$ cat config.mk
export PLATFORM = sky130hd
export DESIGN_NAME = fmalu_top
export DESIGN_NICKNAME = d
export VERILOG_FILES = /design/src/fmalu_pkg.sv /design/src/fmalu_core.sv /design/src/fmalu_top.sv
export VERILOG_INCLUDE_DIRS = /design/src
export SDC_FILE = /design/constraint.sdc
export NUM_CORES = 2
export LEC_CHECK = 0
export BUFFER_PORTS_ARGS = -buffer_cell sky130_fd_sc_hd__buf_2
export CAP_MARGIN = 25
export CORE_MARGIN = 2
export CORE_UTILIZATION = 30
export CTS_CLUSTER_SIZE = 8
export DETAILED_ROUTE_END_ITERATION = 6
export PLACE_DENSITY_LB_ADDON = 0.08
export SYNTH_ARGS = -nofsm -noshare
export SYNTH_HDL_FRONTEND = slang
export SYNTH_SLANG_ARGS = --single-unit
export TNS_END_PERCENT = 10
$ cat constraint.sdc
create_clock -name clk_i -period 34.4 [get_ports clk_i]
set_input_delay 1.72 -clock clk_i [delete_from_list [all_inputs] [get_ports clk_i]]
set_output_delay 1.72 -clock clk_i [all_outputs]
set_load 0.01 [all_outputs]
$ cat src/fmalu_regs.svh
`ifndef FMALU_REGS_SVH
`define FMALU_REGS_SVH
// register byte addresses on the wishbone slave
`define FMALU_ADDR_CMD    8'h00
`define FMALU_ADDR_ACC    8'h04
`define FMALU_ADDR_STATUS 8'h08
`define FMALU_ADDR_MADDR  8'h0C
`define FMALU_ADDR_MDATA  8'h10
// command register fields
`define FMALU_CMD_OP_LSB  0
`define FMALU_CMD_BIT_LSB 4
`define FMALU_CMD_GO_BIT  8
// status register bit positions
`define FMALU_ST_CARRY    0
`define FMALU_ST_NIBBLE   1
`define FMALU_ST_ZERO     2
`define FMALU_ST_OVER     3
`define FMALU_ST_SCARRY   4
`define FMALU_ST_BUSY     8
// reset values and the byte clear value
`define FMALU_ACC_RST     8'h00
`define FMALU_FLAGS_RST   5'h00
`define FMALU_CLR_BYTE    8'h00
// data memory size
`define FMALU_MEM_AW      9
`endif

$ cat src/fmalu_pkg.sv
package fmalu_pkg;
  // operations selected by the command register
  typedef enum logic [3:0] {
    FMALU_OP_ADC_W  = 4'h0,
    FMALU_OP_ADC_M  = 4'h1,
    FMALU_OP_ADD_W  = 4'h2,
    FMALU_OP_ADD_M  = 4'h3,
    FMALU_OP_AND_W  = 4'h4,
    FMALU_OP_AND_M  = 4'h5,
    FMALU_OP_ZERO   = 4'h6,
    FMALU_OP_BITCLR = 4'h7
  } fmalu_op_e;

  // arithmetic status flags
  typedef struct packed {
    logic signed_result_carry_flag;
    logic signed_range_exceeded_flag;
    logic zero;
    logic nibble_carry_flag;
    logic carry;
  } fmalu_flags_s;

  // result of one operation
  typedef struct packed {
    logic [7:0]   result;
    fmalu_flags_s flags;
  } fmalu_res_s;
endpackage : fmalu_pkg

$ cat src/fmalu_core.sv
`timescale 1ns/100ps
`include "fmalu_regs.svh"
// combinational operation unit: sums, and, clears, flag derivation
module fmalu_core
  import fmalu_pkg::*;
(
  input  wire logic [3:0]   op_i,
  input  wire logic [7:0]   acc_i,
  input  wire logic [7:0]   mem_i,
  input  wire logic [2:0]   bit_sel_i,
  input  fmalu_flags_s      flags_i,
  output fmalu_res_s        res_o
);
  logic [4:0] low_sum;
  logic [8:0] full_sum;
  logic       cin;
  logic       ov;

  // one adder serves all four add forms
  always_comb begin
    cin = 1'b0;
    if (op_i == FMALU_OP_ADC_W || op_i == FMALU_OP_ADC_M) begin
      cin = flags_i.carry;
    end
    low_sum  = {1'b0, acc_i[3:0]} + {1'b0, mem_i[3:0]} + {4'h0, cin};
    full_sum = {1'b0, acc_i} + {1'b0, mem_i} + {8'h00, cin};
    ov       = (acc_i[7] == mem_i[7]) && (full_sum[7] != acc_i[7]);
  end

  // operation select and flag update
  always_comb begin
    res_o.flags = flags_i;
    res_o.result = mem_i;
    case (op_i)
      FMALU_OP_ADC_W, FMALU_OP_ADC_M, FMALU_OP_ADD_W, FMALU_OP_ADD_M: begin
        res_o.result                           = full_sum[7:0];
        res_o.flags.carry                      = full_sum[8];
        res_o.flags.nibble_carry_flag          = low_sum[4];
        res_o.flags.zero                       = (full_sum[7:0] == 8'h00);
        res_o.flags.signed_range_exceeded_flag = ov;
        res_o.flags.signed_result_carry_flag   = ov ^ full_sum[7];
      end
      FMALU_OP_AND_W, FMALU_OP_AND_M: begin
        res_o.result     = acc_i & mem_i;
        res_o.flags.zero = ((acc_i & mem_i) == 8'h00);
      end
      FMALU_OP_ZERO: begin
        res_o.result = `FMALU_CLR_BYTE;
      end
      FMALU_OP_BITCLR: begin
        res_o.result = mem_i & ~(8'h01 << bit_sel_i);
      end
      default: begin
        res_o.result = mem_i;
      end
    endcase
  end
endmodule : fmalu_core

$ cat src/fmalu_top.sv
// Decided for this implementation: the address map and the Wishbone interface to the registers.
`timescale 1ns/100ps
`include "fmalu_regs.svh"
// What this block does
// - any data memory address reachable, no banking
// - add with carry into accumulator, five flags
// - add with carry into memory, five flags
// - add into accumulator, five flags
// - add into memory, five flags
// - and into accumulator, zero flag only
// - and into memory, accumulator kept, zero only
// - byte clear to zero, flags kept
// - single bit clear, other bits, flags kept
module fmalu_top
  import fmalu_pkg::*;
(
  input  wire logic        clk_i,
  input  wire logic        rst_i,
  input  wire logic        cyc_i,
  input  wire logic        stb_i,
  input  wire logic        we_i,
  input  wire logic [7:0]  adr_i,
  input  wire logic [3:0]  sel_i,
  input  wire logic [31:0] dat_i,
  output logic      [31:0] dat_o,
  output logic             ack_o,
  output logic             err_o
);
  typedef enum logic [2:0] {
    FMALU_IDLE  = 3'b001,
    FMALU_READ  = 3'b010,
    FMALU_WRITE = 3'b100
  } fmalu_state_e;

  // flat data memory, one address space for every section
  logic [7:0] mem [0:(1<<`FMALU_MEM_AW)-1];

  fmalu_state_e            state, next_state;
  logic [7:0]              acc, next_acc;
  fmalu_flags_s            flags, next_flags;
  logic [`FMALU_MEM_AW-1:0] maddr, next_maddr;
  logic [3:0]              op, next_op;
  logic [2:0]              bsel, next_bsel;
  logic [7:0]              operand, next_operand;
  logic [31:0]             next_dat;
  logic                    next_ack;
  logic                    next_err;
  logic                    mem_we;
  logic [7:0]              mem_wdata;
  logic                    req;
  logic                    wr_cmd;
  fmalu_res_s              res;

  assign req    = cyc_i && stb_i && !ack_o && !err_o;
  assign wr_cmd = req && we_i && sel_i[0] && adr_i == `FMALU_ADDR_CMD
                  && dat_i[`FMALU_CMD_GO_BIT];

  fmalu_core u_core (
    .op_i      (op),
    .acc_i     (acc),
    .mem_i     (operand),
    .bit_sel_i (bsel),
    .flags_i   (flags),
    .res_o     (res)
  );

  // true when the result returns to data memory
  function automatic logic to_mem(input logic [3:0] o);
    to_mem = !(o == FMALU_OP_ADC_W || o == FMALU_OP_ADD_W || o == FMALU_OP_AND_W);
  endfunction : to_mem

  // next-state for the sequencer, registers and bus answer
  always_comb begin
    next_state   = state;
    next_acc     = acc;
    next_flags   = flags;
    next_maddr   = maddr;
    next_op      = op;
    next_bsel    = bsel;
    next_operand = operand;
    next_dat     = 32'h0000_0000;
    next_ack     = 1'b0;
    next_err     = 1'b0;
    mem_we       = 1'b0;
    mem_wdata    = 8'h00;
    case (state)
      FMALU_IDLE: begin
        if (wr_cmd) begin
          next_op    = dat_i[`FMALU_CMD_OP_LSB +: 4];
          next_bsel  = dat_i[`FMALU_CMD_BIT_LSB +: 3];
          next_state = FMALU_READ;
        end
      end
      FMALU_READ: begin
        next_operand = mem[maddr];
        next_state   = FMALU_WRITE;
      end
      FMALU_WRITE: begin
        next_flags = res.flags;
        if (to_mem(op)) begin
          mem_we    = 1'b1;
          mem_wdata = res.result;
        end else begin
          next_acc = res.result;
        end
        next_state = FMALU_IDLE;
      end
      default: begin
        next_state = FMALU_IDLE;
      end
    endcase
    // bus slave: one-cycle answer, writes ignored while busy
    if (req) begin
      next_ack = 1'b1;
      case (adr_i)
        `FMALU_ADDR_CMD: begin
          next_dat = {23'h0, state != FMALU_IDLE, 1'b0, bsel, op}; // busy at bit 8
        end
        `FMALU_ADDR_ACC: begin
          next_dat = {24'h0, acc};
          if (we_i && sel_i[0] && state == FMALU_IDLE) begin
            next_acc = dat_i[7:0];
          end
        end
        `FMALU_ADDR_STATUS: begin
          next_dat = {23'h0, state != FMALU_IDLE, 3'h0, flags};
          if (we_i && sel_i[0] && state == FMALU_IDLE) begin
            next_flags = dat_i[4:0];
          end
        end
        `FMALU_ADDR_MADDR: begin
          next_dat = {{(32-`FMALU_MEM_AW){1'b0}}, maddr};
          if (we_i && state == FMALU_IDLE) begin
            if (sel_i[0]) next_maddr[7:0] = dat_i[7:0];
            if (sel_i[1]) next_maddr[8] = dat_i[8];
          end
        end
        `FMALU_ADDR_MDATA: begin
          next_dat = {24'h0, mem[maddr]};
          if (we_i && sel_i[0] && state == FMALU_IDLE) begin
            mem_we    = 1'b1;
            mem_wdata = dat_i[7:0];
          end
        end
        default: begin
          next_ack = 1'b0;
          next_err = 1'b1;
        end
      endcase
    end
  end

  // state registers
  always_ff @(posedge clk_i) begin
    if (rst_i) begin
      state   <= FMALU_IDLE;
      acc     <= `FMALU_ACC_RST;
      flags   <= `FMALU_FLAGS_RST;
      maddr   <= '0;
      op      <= 4'h0;
      bsel    <= 3'h0;
      operand <= 8'h00;
      dat_o   <= 32'h0000_0000;
      ack_o   <= 1'b0;
      err_o   <= 1'b0;
    end else begin
      state   <= next_state;
      acc     <= next_acc;
      flags   <= next_flags;
      maddr   <= next_maddr;
      op      <= next_op;
      bsel    <= next_bsel;
      operand <= next_operand;
      dat_o   <= next_dat;
      ack_o   <= next_ack;
      err_o   <= next_err;
    end
  end

  // data memory write port, not reset
  always_ff @(posedge clk_i) begin
    if (mem_we) begin
      mem[maddr] <= mem_wdata;
    end
  end
endmodule : fmalu_top

# Yosys cells after proc, flatten, opt, wreduce, memory -nomap -nowiden
# Memory sizes are Yosys's and may differ from the RTL's.
# Index checks and enable logic that the tools add are counted.
# op_classes
add_sub_neg,4
n_eq_ne,18
n_shift,1
muxes,31
bitwise,5
n_reduce_logical,27
# op_table
operator,n
8-bit two-way mux,10
9-bit case mux with 5 select lines,1
8-bit case mux with 4 select lines,1
8-bit zero test,3
5-bit two-way mux,4
8-bit AND,2
"4-bit by 3-bit equality test with 1-bit output, second input constant",4
"8-bit by 4-bit equality test with 1-bit output, second input constant",2
1-bit logical AND,11
1-bit two-way mux,10
8-bit by 8-bit adder with 9-bit output,1
9-bit by 1-bit adder with 9-bit output,1
"4-bit by 2-bit equality test with 1-bit output, second input constant",2
"8-bit by 3-bit equality test with 1-bit output, second input constant",1
"8-bit by 5-bit equality test with 1-bit output, second input constant",1
8-bit inverter,1
4-bit AND reduction,2
"1-bit by 3-bit << shifter with 8-bit output, first input constant",1
3-bit case mux with 2 select lines,1
4-bit by 4-bit adder with 5-bit output,1
5-bit by 1-bit adder with 5-bit output,1
5-bit OR reduction,1
"4-bit by 1-bit equality test with 1-bit output, second input constant",1
4-bit zero test,1
17 further kinds,22
# word_totals
regBits,74
mem_bits_rw,4096
in_bits,49
output_inout_bits,34
elab_cells,102
memories,1
# mem_list
memory,words,width,rd,rd_ports_with_merged_regs,wr,line_no,text
mem,512,8,1,0,1,fmalu_top.sv:36,logic [7:0] mem [0:(1<<`FMALU_MEM_AW)-1];

# Longest topological paths before layout
# depth
depth_word,12
ltp_mapped,15
mapped_depth_nobuf,11

# By module
# From an unflattened synthesis, not the netlist that was laid out.
# hier_totals
cells_unflattened,7811
hier_area_um2,161985.4
# modules_own_cells
mod,n_inst,cells_each,area_each_um2
fmalu_top,1,7701,161249.7
fmalu_core,1,110,735.7

# Worst setup path before layout
# Ideal clock, no wire load.
# synth_timing
path_type,reg2reg
start,register op[3]
end,"memory mem[0][4], data pin"
arrival_time_ns,22.123
t_required_ns,30.230
setup_slack_ns,8.108
stages_incl_launch_ff,11
synth_period_minus_slack_ns,26.292
cell_sequence,dfxtp_1 -> clkbuf_1 -> clkbuf_1 -> nor4b_1 -> fa_1 -> fa_1 -> a21o_1 -> a21oi_1 -> xnor2_1 -> a222oi_1 -> o21ai_0
# synth_between
elab_chain_len,10
elab_cells_between_ends,21
# synth_rtl
element,line_no,text
"start, declared",fmalu_top.sv:42,"logic [3:0] op, next_op;"
"start signal, assigned",fmalu_top.sv:171,op <= next_op;
4-bit by 1-bit equality test with 1-bit output or 4-bit zero test (tied branches),"fmalu_core.sv:22, fmalu_core.sv:34, fmalu_top.sv:69",
1-bit logical OR,fmalu_core.sv:22,if (op_i == FMALU_OP_ADC_W || op_i == FMALU_OP_ADC_M) begin
1-bit two-way mux,fmalu_core.sv:22,
9-bit by 1-bit adder with 9-bit output,fmalu_core.sv:26,"full_sum = {1'b0, acc_i} + {1'b0, mem_i} + {8'h00, cin};"
8-bit case mux with 4 select lines,fmalu_core.sv:34,case (op_i)
8-bit two-way mux *,fmalu_top.sv:100,if (to_mem(op)) begin
8-bit two-way mux *,fmalu_top.sv:86,case (state)
8-bit two-way mux,fmalu_top.sv:140,if (we_i && sel_i[0] && state == FMALU_IDLE) begin
8-bit two-way mux,fmalu_top.sv:115,case (adr_i)
8-bit two-way mux *,fmalu_top.sv:113,if (req) begin
named net mem_wdata[4],fmalu_top.sv:49,logic [7:0] mem_wdata;
"end, declared",fmalu_top.sv:36,
# Mark *: on every way through the listed nets, which the timed path passes. The rest lies on a longest branch.

# Worst setup path after layout
# layout_timing
start,register maddr[1]
end,register operand[4] (read register of mem)
# layout_between
elab_chain_len,1
# layout_rtl
element,line_no,text
"start, declared",fmalu_top.sv:41,"logic [`FMALU_MEM_AW-1:0] maddr, next_maddr;"
"start signal, assigned",fmalu_top.sv:170,maddr <= next_maddr;
memory read 512 x 8 bit,--,
"end, declared",fmalu_top.sv:44,"logic [7:0] operand, next_operand;"
# Every way passes these cells.
# A chain may end at the register's enable or synchronous reset.

==> impl_results.md <==
- Hold Startpoint: operand[3]
- Final-report hold violation count: 0
- Die Ht: 738 um
- Number of global-route vias before repair: 85800
- DRC: 0
- Layout area overhead: 15.7%
- Placed Cells: 15100
- Seq. cell area: 124000 sq um
- Main synth FF type: edfxtp_1
- Worst Path Class, Setup: register to register
- Util after Layout: 34.9%
- CP startpoint: maddr[1]
- Fillers: 50100
- CP Launch Type: register
- F_max: 0.124 GHz
- Tmin final: 8.07 ns
- Synth Cell Area: 162000 sq um
- Crit path max fanout: 90
- CTS Sinks: 4147
- Layout cell share with drive strength beyond 1: 21.4%
- CP max-delay cell: and4b_1
- Largest net degree at the start of global routing: 158
- Power Total: 0.0107 W
- Tot GR Track Use: 19.5%
- Final setup fails: 0
- Starting Density: 30.1%
- CTS buffer count: 590
- Resized cells post-CTS: 0
- Max stage delay on crit path: 0.76 ns
- Sequential-to-total area share from yosys stat: 76.6%
- Number of synthesized flops with an enable pin: 4096
- Hold slack: 0.533 ns
- DR vias/cell: 5.23
- Core area: 537000 sq um
- FF+latch count, synth: 4147
- Setup crit end kind: register
- Nets: 8583
- Hold Path Class: register to register
- WHS Endpoint: operand[3]
- Reg-to-reg endpoint: operand[4]
- Final worst-path cycle share: 23.4%
- Synthesized instance count: 8099
- Clock Latency Late Sink: 1.08 ns
- Detailed Route WL: 545000 um
- Slew Viols, Final: 0
- DP HPWL: 339000 um
- DR vias: 82500
- Die W: 738 um
- Cell variety after synth: 85
- Slew headroom: 22.5%
- FP Rows: 269
- Static Leak: 55.8 nW
- Pre-antenna DRT Iters: 6
- CTS tree: done
- Max-cap viol count: 0
- Clock skew: 0.0537 ns
- Boundary Pins: 83
- Worst R2R Setup Slack: 26.33 ns
- Synth warn: 0
- Iteration-0 DRC Markers: 7659
- RePlAce Congestion: 0.798
- Clk slew on worst S/H paths: 0.06 ns
- Setup TNS: 0 ns
- Buffer depth of the longest clock path: 4
- Routed len/inst: 34.5 um
- Clock Tree Root: clkbuf_16
- Worst reg2reg path depth: 13
- CP required: 35.27 ns
- Postcts setup bufs: 0
- RSZ-0062 raised after global routing: no
- Most common cell after layout, fill and taps aside: edfxtp_1
- Power per Cell Area: 57.2 nW/um^2
- Final non-filler cell total: 15800
- Crit-path cells: buf_12 > buf_12 > buf_4 > buf_4 > buf_12 > buf_4 > mux4_2 > mux2i_1 > o32ai_1 > nor4_1 > nand4_1 > and4b_1 > a211oi_1
- Outcome: complete, no violations
- First-pass GRT wire length: 743000 um
- Crit path arrival time: 8.93 ns
- FFs w/ async S/R, synth: 0%
- DIE AREA: 545000 sq um
- Initial antenna violation count: 37
- VDD IR max: 0.0486 mV
- Slew @ Worst Pin: 1.15 ns
- Port-buffer cells: 34
- Syn Area/Cell: 20.0 sq um
- Routed Antenna Nets: 0
- Worst Hold Depth: 2
- CTS H-tree depth: 6
- Most frequent cells in the layout: edfxtp_1 (4096), mux4_2 (743), mux2i_1 (610)
- CTS Hold Buffers Added: 0
- Multi-input combinational cell area: 35400 sq um
- Reg2reg start: maddr[1]
- Total grt overflow: 0
[how the worst max path moves through the flow]
stage / endpoint / slack [ns]
2_1_floorplan: mem[0][4] / 8.11
3_3_place_gp: operand[3] / 26.12
3_5_place_dp: operand[4] / 26.20
4_1_cts: operand[4] / 26.15
5_1_grt: operand[4] / 25.81
6_report: operand[4] / 26.33
[layout make-up]
type | instances | share of cell area (%)
Timing Repair Buffer | 336 | 1.50
Clock inverter | 50 | 0.440
Tap cell | 7181 | 4.80
Sequential cell | 4147 | 66.3
Clock buffer | 616 | 8.05
Multi-Input combinational cell | 3437 | 18.9
Inverter | 12 | 0.0267
Antenna cell | 13 | 0.0174
[routing by layer]
| layer | global-route usage, % | wire length, um | up-vias |
|---|---|---|---|
| met3 | 2.87 | 28200 | 709 |
| met4 | 5.22 | 15900 | 4 |
| met1 | 26.5 | 234000 | 45200 |
| met2 | 32.9 | 267000 | 2446 |
| met5 | 0 | 21 | - |
| li1 | - | - | 34200 |
[cell usage after synthesis (9+ instances only)]
cell type     n  area [sq um]
edfxtp_1   4096        123000
mux4_2      743         16700
mux2i_1     610          6110
nor2_1      609          2290
clkbuf_1    204           766
nand2_1     197           739
o22ai_1     191          1190
a22oi_1     154          1160
buf_4       128           961
buf_2       126           631
a221oi_1    112           981
a21oi_1      93           465
nand3_1      81           405
o21ai_0      79           395
nand4_1      62           388
a31oi_1      55           344
dfxtp_1      51          1020
nor3_1       51           255
buf_6        44           495
nor4_1       38           238
a22o_1       33           289
a211oi_1     26           195
and3_1       21           131
buf_1        18          67.6
mux2_2       18           203
or4_1        18           135
nor2b_1      15          93.8
nor3b_1      12          90.1
mux4_1       11           289
inv_1        10          37.5
nand2b_1     10          62.6
o2bb2ai_1    10          87.6
nand4b_1      9          78.8
[state kept, by name (all words and copies together), names as in the netlist, 3 cells and up]
register and count:
acc 8, mem 4096, bsel 3, operand 8, flags 5, maddr 9, op 4, dat_o 9
state 3
[per-stage QoR]
step | setup slack, ns | cell area, sq um
after global placement | 26.12 | 171000
after CTS | 26.15 | 187000
after global routing | 25.81 | 187000
after detailed placement | 26.20 | 171000
after floorplan | 8.11 | 162000
final | 26.33 | 187000
[power by group]
part           internal, W  switching [W]
sequential         0.00548   0.0000000589
clock              0.00308        0.00214
combinational   0.00000188     0.00000590
[kinds of logic after synthesis]
kind of cell	after synthesis	share of synthesized area (%)
XOR/XNOR	7	0.0379
buffers and inverters	537	1.88
other	1	0.00232
AND/OR/NAND/NOR	1172	3.29
adder cells (fa/ha/maj)	10	0.0866
flip-flops	4147	76.6
multiplexers	1382	14.4
AO/OA/AOI/OAI	843	3.65
[critical path: cells and delay by family, from the launching register on]
family	cells	cell delay [ns]
muxes	2	1.10
AOI/OAI and AO/OA	2	0.29
buffers and inverters	6	3.24
and+or+nand+nor	3	2.04
DFF	1	0.63
Note: power is estimated with default switching activity, not from simulation.
